**config.mk**
```make
export PLATFORM = sky130hd
export DESIGN_NAME = edsc_top
export DESIGN_NICKNAME = d
export VERILOG_FILES = /design/src/edsc_pkg.sv /design/src/edsc_top.sv
export SDC_FILE = /design/constraint.sdc
export NUM_CORES = 1
export LEC_CHECK = 0
export BUFFER_PORTS_ARGS = -buffer_cell sky130_fd_sc_hd__clkbuf_2
export CAP_MARGIN = 40
export CORE_ASPECT_RATIO = 0.8
export CORE_MARGIN = 2
export CORE_UTILIZATION = 64
export CTS_BUF_LIST = sky130_fd_sc_hd__clkbuf_2 sky130_fd_sc_hd__clkbuf_4 sky130_fd_sc_hd__clkbuf_8
export CTS_CLUSTER_DIAMETER = 200
export DETAILED_ROUTE_END_ITERATION = 10
export GPL_TIMING_DRIVEN = 1
export PLACE_DENSITY = 0.87
export RECOVER_POWER = 50
export SYNTH_ARGS = -nofsm -noshare
export SYNTH_HDL_FRONTEND = slang
export SYNTH_SLANG_ARGS = --single-unit
```
**constraint.sdc**
```tcl
create_clock -name clk_i -period 8.8 [get_ports clk_i]
set_clock_uncertainty 0.2 [all_clocks]
set_input_delay 1.32 -clock clk_i [delete_from_list [all_inputs] [get_ports clk_i]]
set_output_delay 1.32 -clock clk_i [all_outputs]
set_load 0.1 [all_outputs]
```
**src/edsc_pkg.sv**
```systemverilog
// constants and types of the end device sleep controller
package edsc_pkg;
    // ------------------------------------------------------------
    // modes and options
    // ------------------------------------------------------------
    localparam logic [2:0] MODE_PIN = 3'h1;
    localparam logic [2:0] MODE_CYC = 3'h4;
    localparam logic [2:0] MODE_CYC_PIN = 3'h5;
    localparam int OPT_FULL_HOLD = 1;
    localparam int OPT_EXTENDED = 2;
    localparam logic [11:0] PERIOD_MIN = 12'h020;
    localparam logic [11:0] PERIOD_MAX = 12'haf0;
    localparam logic [15:0] MULT_MIN = 16'h0001;
    localparam logic [15:0] HOLD_MIN = 16'h0001;
    // ------------------------------------------------------------
    // timing
    // ------------------------------------------------------------
    localparam int CLK_HZ = 10_000_000;
    localparam int TICK_MS = 10;
    localparam int TICK_CYC = CLK_HZ / 1000 * TICK_MS;
    localparam int POLL_MS = 100;
    localparam logic [3:0] POLL_TICKS = 4'(POLL_MS / TICK_MS);
    // ------------------------------------------------------------
    // state types
    // ------------------------------------------------------------
    typedef enum logic [1:0] {ST_AWAKE, ST_DRAIN, ST_SLEEP} edsc_state_t;
    typedef enum logic [1:0] {PL_IDLE, PL_WAIT, PL_RX} edsc_poll_t;
endpackage

```
**src/edsc_top.sv**
```systemverilog
// sleep and wake sequencer of a wireless network end device
`timescale 1ns/1ns
module edsc_top
    import edsc_pkg::*;
#(
    parameter int TICK_CYCLES = edsc_pkg::TICK_CYC
) (
    // clock and reset
    input wire logic clk_i,
    input wire logic srst_i,
    // configuration
    input wire logic [2:0] sleep_mode_select_i,
    input wire logic flow_control_config_i,
    input wire logic [15:0] channel_mask_i,
    input wire logic [15:0] wake_hold_timer_i,
    input wire logic [11:0] sleep_period_i,
    input wire logic [15:0] period_multiplier_i,
    input wire logic [7:0] sleep_options_i,
    input wire logic force_sleep_i,
    // host pin and data events
    input wire logic sleep_request_pin_i,
    input wire logic serial_rx_i,
    input wire logic radio_rx_i,
    // network status
    input wire logic joined_i,
    input wire logic busy_i,
    input wire logic poll_ack_i,
    input wire logic ack_pending_i,
    // indicators
    output logic awake_o,
    output logic cts_n_o,
    output logic data_accept_o,
    // radio control
    output logic poll_req_o,
    output logic rx_enable_o,
    output logic scan_req_o,
    output logic [15:0] scan_mask_o
);
    import edsc_pkg::*;

    // ------------------------------------------------------------
    // 10 ms tick divider
    // ------------------------------------------------------------
    logic [23:0] tick_cnt;
    logic [23:0] next_tick_cnt;
    logic tick;
    logic next_tick;

    // one tick pulse serves every timer, so no timer needs a wide counter
    always_comb begin
        next_tick = 1'b0;
        next_tick_cnt = tick_cnt + 24'h000001;
        if (tick_cnt >= 24'(TICK_CYCLES - 1)) begin
            next_tick_cnt = '0;
            next_tick = 1'b1;
        end
    end

    always_ff @(posedge clk_i) begin
        if (srst_i) begin
            tick_cnt <= '0;
            tick <= 1'b0;
        end else begin
            tick_cnt <= next_tick_cnt;
            tick <= next_tick;
        end
    end

    // ------------------------------------------------------------
    // sleep sequencer
    // ------------------------------------------------------------
    edsc_state_t state, next_state;
    edsc_poll_t poll_st, next_poll_st;
    logic [3:0] poll_cnt, next_poll_cnt;
    logic [15:0] hold_cnt, next_hold_cnt;
    logic hold_run, next_hold_run;
    logic [11:0] per_cnt, next_per_cnt;
    logic [15:0] mult_cnt, next_mult_cnt;
    logic [15:0] cyc_cnt, next_cyc_cnt;
    logic pin_q;
    logic next_awake, next_cts_n, next_accept, next_poll_req, next_rx_en;
    logic next_scan_req;
    logic [15:0] next_scan_mask;
    logic pin_mode, cyc_mode, fall, extended, full_hold, go_sleep, wake, pin_wake, raise;
    logic [11:0] per_eff;
    logic [15:0] mult_eff, hold_eff;

    // clamp settings to their legal ranges
    // period range clamp
    assign per_eff = (sleep_period_i < PERIOD_MIN) ? PERIOD_MIN :
                     (sleep_period_i > PERIOD_MAX) ? PERIOD_MAX : sleep_period_i;
    assign mult_eff = (period_multiplier_i < MULT_MIN) ? MULT_MIN : period_multiplier_i;
    assign hold_eff = (wake_hold_timer_i < HOLD_MIN) ? HOLD_MIN : wake_hold_timer_i;
    assign pin_mode = (sleep_mode_select_i == MODE_PIN);
    assign cyc_mode = (sleep_mode_select_i == MODE_CYC) || (sleep_mode_select_i == MODE_CYC_PIN);
    assign extended = sleep_options_i[OPT_EXTENDED];
    assign full_hold = sleep_options_i[OPT_FULL_HOLD];
    // pin_q is a plain history flop, pins are synchronous already
    assign fall = pin_q && !sleep_request_pin_i;

    always_comb begin
        next_state = state;
        next_poll_st = poll_st;
        next_poll_cnt = poll_cnt;
        next_hold_cnt = hold_cnt;
        next_hold_run = hold_run;
        next_per_cnt = per_cnt;
        next_mult_cnt = mult_cnt;
        next_cyc_cnt = cyc_cnt;
        next_awake = awake_o;
        next_cts_n = cts_n_o;
        next_accept = data_accept_o;
        next_rx_en = rx_enable_o;
        next_poll_req = 1'b0;
        next_scan_req = 1'b0;
        next_scan_mask = scan_mask_o;
        go_sleep = 1'b0;
        wake = 1'b0;
        pin_wake = 1'b0;
        raise = 1'b0;
        unique case (state)
            ST_AWAKE: begin
                if (tick) begin
                    next_poll_cnt = poll_cnt + 4'h1;
                    if (poll_cnt >= POLL_TICKS - 4'h1) begin
                        next_poll_cnt = '0;
                        if (joined_i) begin
                            next_poll_req = 1'b1;
                            next_rx_en = 1'b1;
                            next_poll_st = PL_WAIT;
                        end
                    end
                end
                if (poll_st == PL_WAIT && poll_ack_i) begin
                    next_poll_st = ack_pending_i ? PL_RX : PL_IDLE;
                    next_rx_en = ack_pending_i;
                    // parent data starts the hold timer
                    if (cyc_mode && ack_pending_i) begin
                        next_hold_run = 1'b1;
                        next_hold_cnt = hold_eff;
                    end
                    // nothing pending and no timer: sleep at once
                    if (cyc_mode && !ack_pending_i && !hold_run) begin
                        go_sleep = 1'b1;
                    end
                end
                if (hold_run && tick) begin
                    next_hold_cnt = hold_cnt - 16'h0001;
                    if (hold_cnt <= HOLD_MIN) begin
                        go_sleep = 1'b1;
                    end
                end
                if (cyc_mode && (serial_rx_i || radio_rx_i)) begin
                    next_hold_run = 1'b1;
                    next_hold_cnt = hold_eff;
                    go_sleep = 1'b0;
                end
                // radio data ends silent polling at once
                if (radio_rx_i && !awake_o) begin
                    next_awake = 1'b1;
                    next_cts_n = 1'b0;
                    next_cyc_cnt = '0;
                end
                if (cyc_mode && force_sleep_i) begin
                    go_sleep = 1'b1;
                end
                if (pin_mode && sleep_request_pin_i) begin
                    next_state = ST_DRAIN;
                end
            end
            ST_DRAIN: begin
                if (!sleep_request_pin_i) begin
                    next_state = ST_AWAKE;
                end else if (!busy_i) begin
                    go_sleep = 1'b1;
                end
            end
            ST_SLEEP: begin
                if (pin_mode) begin
                    pin_wake = !sleep_request_pin_i;
                end else if (cyc_mode) begin
                    // early wake on falling pin in mode 5 only
                    if (sleep_mode_select_i == MODE_CYC_PIN && fall) begin
                        pin_wake = 1'b1;
                    end
                    if (tick) begin
                        next_per_cnt = per_cnt + 12'h001;
                        if (per_cnt >= per_eff - 12'h001) begin
                            next_per_cnt = '0;
                            if (extended && mult_cnt + 16'h0001 < mult_eff) begin
                                next_mult_cnt = mult_cnt + 16'h0001;
                            end else begin
                                // short sleep wakes after one period
                                wake = 1'b1;
                            end
                        end
                    end
                end else begin
                    pin_wake = 1'b1;
                end
                wake = wake || pin_wake;
            end
            default: begin
                next_state = ST_AWAKE;
            end
        endcase
        if (go_sleep) begin
            next_state = ST_SLEEP;
            // indicator low, CTS high under flow control
            next_awake = 1'b0;
            next_cts_n = flow_control_config_i;
            next_accept = 1'b0;
            next_rx_en = 1'b0;
            // a poll slot landing on the sleep edge is dropped, never sent while asleep
            next_poll_req = 1'b0;
            next_poll_st = PL_IDLE;
            next_hold_run = 1'b0;
            next_per_cnt = '0;
            next_mult_cnt = '0;
        end
        if (wake) begin
            next_state = ST_AWAKE;
            next_accept = 1'b1;
            next_poll_cnt = '0;
            next_poll_req = joined_i;
            next_rx_en = joined_i;
            next_poll_st = joined_i ? PL_WAIT : PL_IDLE;
            // unjoined wake scans the channel mask
            next_scan_req = !joined_i;
            next_scan_mask = channel_mask_i;
            // full hold option keeps it up for the whole hold time
            if (cyc_mode && full_hold) begin
                next_hold_run = 1'b1;
                next_hold_cnt = hold_eff;
            end
            // indicator on pin, non-cyclic or extended wakes, else after the wake count
            raise = pin_wake || !cyc_mode || extended || (cyc_cnt + 16'h0001 >= mult_eff);
            if (raise) begin
                next_awake = 1'b1;
                next_cts_n = 1'b0;
                next_cyc_cnt = '0;
            end else begin
                next_cyc_cnt = cyc_cnt + 16'h0001;
            end
        end
    end

    always_ff @(posedge clk_i) begin
        if (srst_i) begin
            state <= ST_AWAKE;
            poll_st <= PL_IDLE;
            poll_cnt <= '0;
            hold_cnt <= '0;
            hold_run <= 1'b0;
            per_cnt <= '0;
            mult_cnt <= '0;
            cyc_cnt <= '0;
            pin_q <= 1'b0;
            awake_o <= 1'b1;
            cts_n_o <= 1'b0;
            data_accept_o <= 1'b1;
            poll_req_o <= 1'b0;
            rx_enable_o <= 1'b0;
            scan_req_o <= 1'b0;
            scan_mask_o <= '0;
        end else begin
            state <= next_state;
            poll_st <= next_poll_st;
            poll_cnt <= next_poll_cnt;
            hold_cnt <= next_hold_cnt;
            hold_run <= next_hold_run;
            per_cnt <= next_per_cnt;
            mult_cnt <= next_mult_cnt;
            cyc_cnt <= next_cyc_cnt;
            pin_q <= sleep_request_pin_i;
            awake_o <= next_awake;
            cts_n_o <= next_cts_n;
            data_accept_o <= next_accept;
            poll_req_o <= next_poll_req;
            rx_enable_o <= next_rx_en;
            scan_req_o <= next_scan_req;
            scan_mask_o <= next_scan_mask;
        end
    end
endmodule // edsc_top

```
==> results of run 1 <==
[worst paths after layout]
check / slack (ns) / to
hold reg to reg: 0.25 / scan_mask_o[15]$_SDFFE_PP0P_
setup / recovery: 2.22 / poll_st[0]$_SDFFE_PP0P_
hold / removal: 0.25 / scan_mask_o[15]$_SDFFE_PP0P_
setup reg to reg: 3.51 / poll_st[0]$_SDFFE_PP0P_
[per-layer routing]
layer  part of all wire, %  GRT usage, %  up-vias
met5                     0             0        -
met4                   1.1          6.56        0
met3                   6.6          6.82       23
met2                    45          44.2      221
met1                    47          38.4     3132
li1                      -             -     3412
[where the power goes]
part           switching (W)  internal, W  total, W
clock network       0.000259     0.000237  0.000496
registers          0.0000126     0.000544  0.000557
logic               0.000116    0.0000618  0.000178
total               0.000388     0.000843   0.00123
[worst max-delay path, stage by stage]
cell and delay, ns:
sky130_fd_sc_hd__clkbuf_1 0.09, sky130_fd_sc_hd__or4_1 0.59, sky130_fd_sc_hd__a21o_1 0.19, sky130_fd_sc_hd__a21oi_1 0.32
sky130_fd_sc_hd__nor2_1 0.22, sky130_fd_sc_hd__nor2_1 0.24, sky130_fd_sc_hd__nand2_1 0.11, sky130_fd_sc_hd__ha_1 0.26
sky130_fd_sc_hd__nor2b_1 0.18, sky130_fd_sc_hd__o211ai_1 0.10, sky130_fd_sc_hd__mux2_1 0.35, sky130_fd_sc_hd__nor2_1 0.13
sky130_fd_sc_hd__ha_1 0.15, sky130_fd_sc_hd__and4_1 0.17, sky130_fd_sc_hd__o21ai_0 0.07, sky130_fd_sc_hd__o211ai_1 0.26
sky130_fd_sc_hd__a21o_1 0.35, sky130_fd_sc_hd__and2_0 0.29, sky130_fd_sc_hd__clkbuf_1 0.82, sky130_fd_sc_hd__a21oi_2 0.15
sky130_fd_sc_hd__a221oi_1 0.29
[layout make-up]
cell class,instances,area share [%]
inverter,34,1.57
multi-input combinational,716,56.7
tap,144,2.22
sequential,117,28.8
timing repair buffer,101,5.90
clock inverter,15,1.97
clock buffer,17,2.88
[sequential cells by signal, summed over array words and instances (netlist names)]
name           flops
cts_n_o            1
data_accept_o      1
rx_enable_o        1
scan_req_o         1
tick               1
per_cnt           12
cyc_cnt           16
mult_cnt          16
poll_st            2
scan_mask_o       16
hold_run           1
poll_req_o         1
awake_o            1
tick_cnt          24
poll_cnt           4
hold_cnt          16
pin_q              1
state              2
[cells by family (layout without fill, tap and decap cells)]
logic type / Yosys count / count (layout)
simple gates: 381 / 381
compound gates: 191 / 191
flops: 117 / 117
buf+inv: 74 / 167
xor+xnor: 72 / 72
fa+ha+maj: 53 / 53
mux: 12 / 12
other cells: 1 / 7
[synthesized netlist by cell type (all sizes together), types with 3 or more instances]
master | number | share of area [%]
o31a | 4 | 0.48
nand4 | 15 | 1.4
and2 | 8 | 0.69
a21o | 7 | 0.72
buf | 15 | 1.6
nor3b | 3 | 0.31
inv | 34 | 1.8
xor2 | 32 | 3.9
o211ai | 4 | 0.41
ha | 53 | 9.1
a21oi | 67 | 4.9
a22oi | 17 | 1.8
a211o | 4 | 0.48
and3 | 11 | 0.95
dfxtp | 117 | 32
nand3 | 33 | 2.3
nand3b | 6 | 0.62
nor3 | 28 | 1.9
nor2b | 5 | 0.43
a211oi | 9 | 1.0
nand2 | 92 | 4.8
or2 | 10 | 0.86
mux2i | 11 | 1.5
nor4 | 18 | 1.6
clkbuf | 25 | 1.3
and4 | 9 | 1.1
a31oi | 4 | 0.34
o2111ai | 3 | 0.36
nor2 | 115 | 5.9
a2bb2oi | 6 | 0.72
o21ai | 24 | 1.7
or4 | 4 | 0.41
xnor2 | 40 | 4.8
nand2b | 9 | 0.78
or3 | 4 | 0.34
o21a | 4 | 0.41
a221oi | 5 | 0.69
o22ai | 6 | 0.52
[per-stage QoR]
| step | worst slack (ns) | power, W |
|---|---|---|
| after floorplan | 3.20 | 0.000695 |
| after global placement | 2.18 | 0.000740 |
| after detailed placement | 2.11 | 0.000745 |
| after CTS | 2.52 | 0.00124 |
| after global routing | 1.62 | 0.00128 |
| final | 2.22 | 0.00123 |
==> run_results.csv, run 1 <==
group,metric,value,unit
layout,layout-drive-gt1-share,12.7,%
place,dpl.cell_count,1112,
cts,clk_pin_slew,0.08,ns
place,gp_routability_congestion,0.854,
sta,final-setup-viol-count,0,
global_routing,grt_max_degree,68,
power_and_ir_drop,vdd.ir_drop.worst,0.137,mV
detailed_routing,detailedRoute.firstPassIterationCount,5,
sta,clock.fmax,152,MHz
layout,mostFrequentLayoutCell,"sky130_fd_sc_hd__dfxtp_1",
synthesis,mapped_cells,901,
power_and_ir_drop,power_density,151,nW/um2
synthesis,ys_warn_count,0,
layout,multiInputGateArea,4600,um2
power_and_ir_drop,total_leakage_power,3.39,nW
setup_path,worstSetupPathType,"input pin to flip-flop",
synthesis,synth_top_family_by_area,"simple AND/OR/NAND/NOR gates",
layout,commonest_cells_after_routing_fill_and_taps_aside,"sky130_fd_sc_hd__dfxtp_1 (117), sky130_fd_sc_hd__nor2_1 (115), sky130_fd_sc_hd__nand2_1 (92), sky130_fd_sc_hd__clkbuf_2 (74), sky130_fd_sc_hd__a21oi_1 (64)",
synthesis,synth_seq_area_share,32.3,%
layout,stdcell_count,1144,
setup_path,cp_data_required_time,8.91,ns
detailed_routing,wl_per_cell,14.5,um
layout,finish.instance_area,8130,um2
synthesis,edff_count_synth,0,
flow_run,timing.max_cap.violations,1,
detailed_routing,route.antenna.remaining_nets,0,
setup_path,critical_path.startpoint,"sleep_period_i[0]",
sta,rsz0062_at_grt,"no",
cts,clock_insertion_delay_worst_skew,0.44,ns
cts,cts-htree-levels,4,
synthesis,yosys.area_share.simple,25.7,%
cts,holdBufCountCts,0,
synthesis,synth_xor_area_share,8.69,%
synthesis,synth_compound_area_share,17.8,%
hold_path,worst_hold_startpoint,"scan_mask_o[15]$_SDFFE_PP0P_",
setup_path,endpoint_kind,"flip-flop",
die,die_width,123,um
global_routing,grt_pass1_wl,27.8,mm
setup_path,worst_r2r_startpoint,"mult_cnt[0]$_SDFFE_PP0P_",
setup_path,crit_arrival,6.68,ns
detailed_routing,drc,0,
setup_path,critical_path_peak_fanout,22,
cts,cts_made_buffers,17,
global_routing,grt_pass1_vias,6209,
layout,syn_to_final_growth,12.0,%
synthesis,synth_seq_cells,117,
cts,post_cts.resized_instances,0,
global_routing,global_route_total_usage_across_every_layer,27.9,%
status,run_status,"finished with violations",
cts,cts_tree,"done",
sta,period_needed,6.58,ns
layout,layout.area.seq,2340,um2
place,hpwl,11.7,mm
die,die_area,12200,um2
place,port_buffers,97,
detailed_routing,drt-total-wl,16.6,mm
synthesis,synthFlopType,"sky130_fd_sc_hd__dfxtp_1",
die,core-area,11000,um2
detailed_routing,dr.first_iter.drc_count,567,
global_routing,antenna_found_initial,0,
cts,ctsLongestPathBuffers,2,
sta,worst_slew_margin_rel,-103,%
die,io_pins,104,
setup_path,critPathLaunchType,"input pin",
sta,final.setup.tns,0,ns
synthesis,post_synth_num_cell_types,75,
synthesis,multiplexer_area_fraction_after_synthesis,1.67,%
cts,cts_setup_buffers,0,
sta,worst_hold_slack,0.251,ns
synthesis,fraction_of_the_mapped_netlist_area_in_adder_cells,9.14,%
hold_path,holdPathStages,2,
synthesis,syn_area,7260,um2
layout,final_core_utilization,74.1,%
sta,worst_pin_slew,3.04,ns
setup_path,r2r.worst_path.cells,15,
layout,filler_cell_count,871,
die,floorplan.rows,34,
die,chipHeight,99.3,um
global_routing,grt-ovfl-total,0,
sta,hold_viol,0,
sta,period_share,74.7,%
place,placement.cell_area,7780,um2
detailed_routing,drt-vias-per-instance,5.93,
cts,cts_num_sinks,117,
layout,antennaDiodeCount,0,
detailed_routing,total_via_count_after_detailed_routing,6788,
die,initial_core_util,66.1,%
hold_path,holdCritPathClass,"flip-flop to flip-flop",
synthesis,postSynth.asyncResetShare,0,%
synthesis,avgSynthCellArea,8.06,um2
cts,cts_root_buf,"sky130_fd_sc_hd__clkbuf_8",
status,failed_checks,"max-capacitance violations, max-slew violations",
sta,timing_max_transition_violations_final,68,
layout,finish.net_count,1122,
Power figures use the tool's default switching activity.
==> run 2: changes to the inputs <==
Settings changed: CORE_UTILIZATION 64 to 60, PLACE_DENSITY 0.87 to 0.82.
Clock period 8.8 ns to 6.8 ns, I/O delays scaled along.
==> run_results.csv, run 2 (same netlist as run 1, synthesis figures left out) <==
group,metric,value,unit
place,pre_cts_ws,0.711,ns
layout,filler_cell_count,944,
detailed_routing,wl_per_cell,14.3,um
layout,largest_reg_flops,24,
setup_path,worstSetupPathType,"input pin to flip-flop",
hold_path,worst_hold_startpoint,"scan_mask_o[12]$_SDFFE_PP0P_",
place,port_buffers,97,
status,run_status,"finished with violations",
layout,stdcell_count,1147,
detailed_routing,drt-vias-per-instance,5.86,
detailed_routing,total_via_count_after_detailed_routing,6717,
layout,layout-drive-gt1-share,12.6,%
global_routing,grt_pass1_vias,6245,
cts,clk_pin_slew,0.07,ns
cts,holdBufCountCts,0,
setup_path,endpoint_kind,"flip-flop",
detailed_routing,detailedRoute.firstPassIterationCount,6,
setup_path,crit_arrival,6.05,ns
global_routing,grt_pass1_wl,27.8,mm
layout,syn_to_final_growth,12.4,%
hold_path,holdCritPathClass,"flip-flop to flip-flop",
setup_path,r2r_end,"cyc_cnt[5]$_SDFFE_PP0P_",
cts,cts_num_sinks,117,
hold_path,holdPathStages,2,
cts,cts_setup_buffers,0,
sta,timing_max_transition_violations_final,68,
sta,worst_slew_margin_rel,-103,%
place,dpl.cell_count,1118,
layout,final_core_utilization,70.0,%
power_and_ir_drop,total_leakage_power,3.40,nW
sta,period_share,87.2,%
layout,mostFrequentLayoutCell,"sky130_fd_sc_hd__dfxtp_1",
setup_path,critPathLaunchType,"input pin",
detailed_routing,dr.first_iter.drc_count,453,
global_routing,grt-ovfl-total,0,
power_and_ir_drop,vdd.ir_drop.worst,0.132,mV
setup_path,rrSetupSlack,1.87,ns
place,hpwl,11.8,mm
flow_run,timing.max_cap.violations,1,
die,die_width,127,um
setup_path,r2r.worst_path.cells,15,
sta,final.setup.tns,0,ns
detailed_routing,route.antenna.remaining_nets,0,
cts,cts_tree,"done",
cts,post_cts.resized_instances,0,
layout,finish.net_count,1124,
sta,setup_slack,0.873,ns
sta,clock.fmax,169,MHz
die,core-area,11600,um2
sta,hold_viol,0,
power_and_ir_drop,switching_power,0.000445,W
power_and_ir_drop,netSwitchingFraction,27.3,%
cts,cts_made_buffers,17,
power_and_ir_drop,internal_power,0.00118,W
setup_path,cp_data_required_time,6.93,ns
global_routing,global_route_total_usage_across_every_layer,25.9,%
layout,top_register,"tick_cnt",
cts,ctsLongestPathBuffers,2,
power_and_ir_drop,pwr-share-comb,14.1,%
die,die_area,13000,um2
cts,cts_root_buf,"sky130_fd_sc_hd__clkbuf_8",
place,gp_routability_congestion,0.867,
cts,cts-htree-levels,4,
power_and_ir_drop,clkPwrFrac,41.7,%
power_and_ir_drop,power_density,200,nW/um2
die,floorplan.rows,35,
die,chipHeight,102,um
layout,commonest_cells_after_routing_fill_and_taps_aside,"sky130_fd_sc_hd__dfxtp_1 (117), sky130_fd_sc_hd__nor2_1 (115), sky130_fd_sc_hd__nand2_1 (92), sky130_fd_sc_hd__clkbuf_2 (74), sky130_fd_sc_hd__a21oi_1 (64)",
global_routing,grt_max_degree,68,
layout,antennaDiodeCount,0,
power_and_ir_drop,seqPwrFrac,44.3,%
setup_path,worst_r2r_startpoint,"mult_cnt[0]$_SDFFE_PP0P_",
status,failed_checks,"max-capacitance violations, max-slew violations",
sta,period_needed,5.93,ns
sta,rsz0062_at_grt,"no",
sta,worst_pin_slew,3.05,ns
die,io_pins,104,
detailed_routing,drt-total-wl,16.4,mm
die,initial_core_util,62.3,%
hold_path,timing.hold.worst_endpoint,"scan_mask_o[12]$_SDFFE_PP0P_",
sta,final-setup-viol-count,0,
power_and_ir_drop,totalPowerFinal,0.00163,W
cts,clock_insertion_delay_worst_skew,0.44,ns
global_routing,antenna_found_initial,0,
setup_path,critical_path_peak_fanout,16,
detailed_routing,drc,0,
## run 2: changes by cell type in the layout (fill, tap and decap cells not counted), sizes merged
cell / delta
clkinv: +1
clkinvlp: +1
clkbuf: +2
inv: -10
bufinv: +3
buf: +2
## run 2: routing by layer
layer / track usage, % / part of all wire (%) / vias to the layer above
li1: - / - / 3400
met1: 34.9 / 49 / 3103
met2: 41.9 / 44 / 186
met3: 4.82 / 5.2 / 28
met4: 9.47 / 1.7 / 0
met5: 0 / 0 / -
## run 2: cell type report
cell class	count	area, um2	share of cell area (%)
inverter	34	128	1.56
timing repair buffer	103	494	6.06
multi-input combinational	716	4600	56.4
tap	148	185	2.27
clock buffer	19	249	3.05
clock inverter	10	159	1.95
sequential	117	2340	28.7
## run 2: through the flow
| stage | hold WS, ns | instance area [um2] |
|---|---|---|
| 6_report | 0.256 | 8160 |
| 2_1_floorplan | 0.230 | 7280 |
| 4_1_cts | 0.256 | 8200 |
| 3_5_place_dp | 0.246 | 7790 |
| 5_1_grt | 0.278 | 8160 |
| 3_3_place_gp | 0.238 | 7790 |
## run 2: worst max path at each step
stage	depth (start not counted)	slack (ns)	endpoint	startpoint
after floorplan	21	1.50	cyc_cnt[12]$_SDFFE_PP0P_	sleep_period_i[0]
after global placement	21	0.77	hold_cnt[2]$_SDFF_PP0_	sleep_period_i[0]
after detailed placement	20	0.71	hold_cnt[5]$_SDFF_PP0_	sleep_period_i[0]
after CTS	21	1.15	hold_cnt[4]$_SDFF_PP0_	sleep_period_i[0]
after global routing	21	0.49	cyc_cnt[12]$_SDFFE_PP0P_	sleep_period_i[0]
final	21	0.87	cyc_cnt[5]$_SDFFE_PP0P_	sleep_period_i[0]
## run 2: power by group through the flow
stage                     Clock (W)  Combinational (W)  Sequential (W)
after floorplan                   0           0.000135        0.000764
after global placement            0           0.000224        0.000736
after detailed placement          0           0.000228        0.000736
after CTS                  0.000692           0.000230        0.000721
after global routing       0.000724           0.000253        0.000724
final                      0.000679           0.000229        0.000721
## run 2: worst max-delay path, stage by stage
cell,delay [ns]
sky130_fd_sc_hd__clkbuf_1,0.09
sky130_fd_sc_hd__or4_1,0.59
sky130_fd_sc_hd__a21o_1,0.19
sky130_fd_sc_hd__a21oi_1,0.30
sky130_fd_sc_hd__nor2_1,0.21
sky130_fd_sc_hd__nor2_1,0.24
sky130_fd_sc_hd__nand2_1,0.11
sky130_fd_sc_hd__ha_1,0.26
sky130_fd_sc_hd__nor2b_1,0.18
sky130_fd_sc_hd__o211ai_1,0.10
sky130_fd_sc_hd__mux2_2,0.35
sky130_fd_sc_hd__nor2_1,0.09
sky130_fd_sc_hd__ha_1,0.14
sky130_fd_sc_hd__and4_1,0.17
sky130_fd_sc_hd__o21ai_0,0.08
sky130_fd_sc_hd__o211ai_1,0.28
sky130_fd_sc_hd__a21o_1,0.35
sky130_fd_sc_hd__nor4bb_1,0.32
sky130_fd_sc_hd__clkbuf_1,0.62
sky130_fd_sc_hd__a22oi_1,0.15
sky130_fd_sc_hd__a21oi_1,0.20
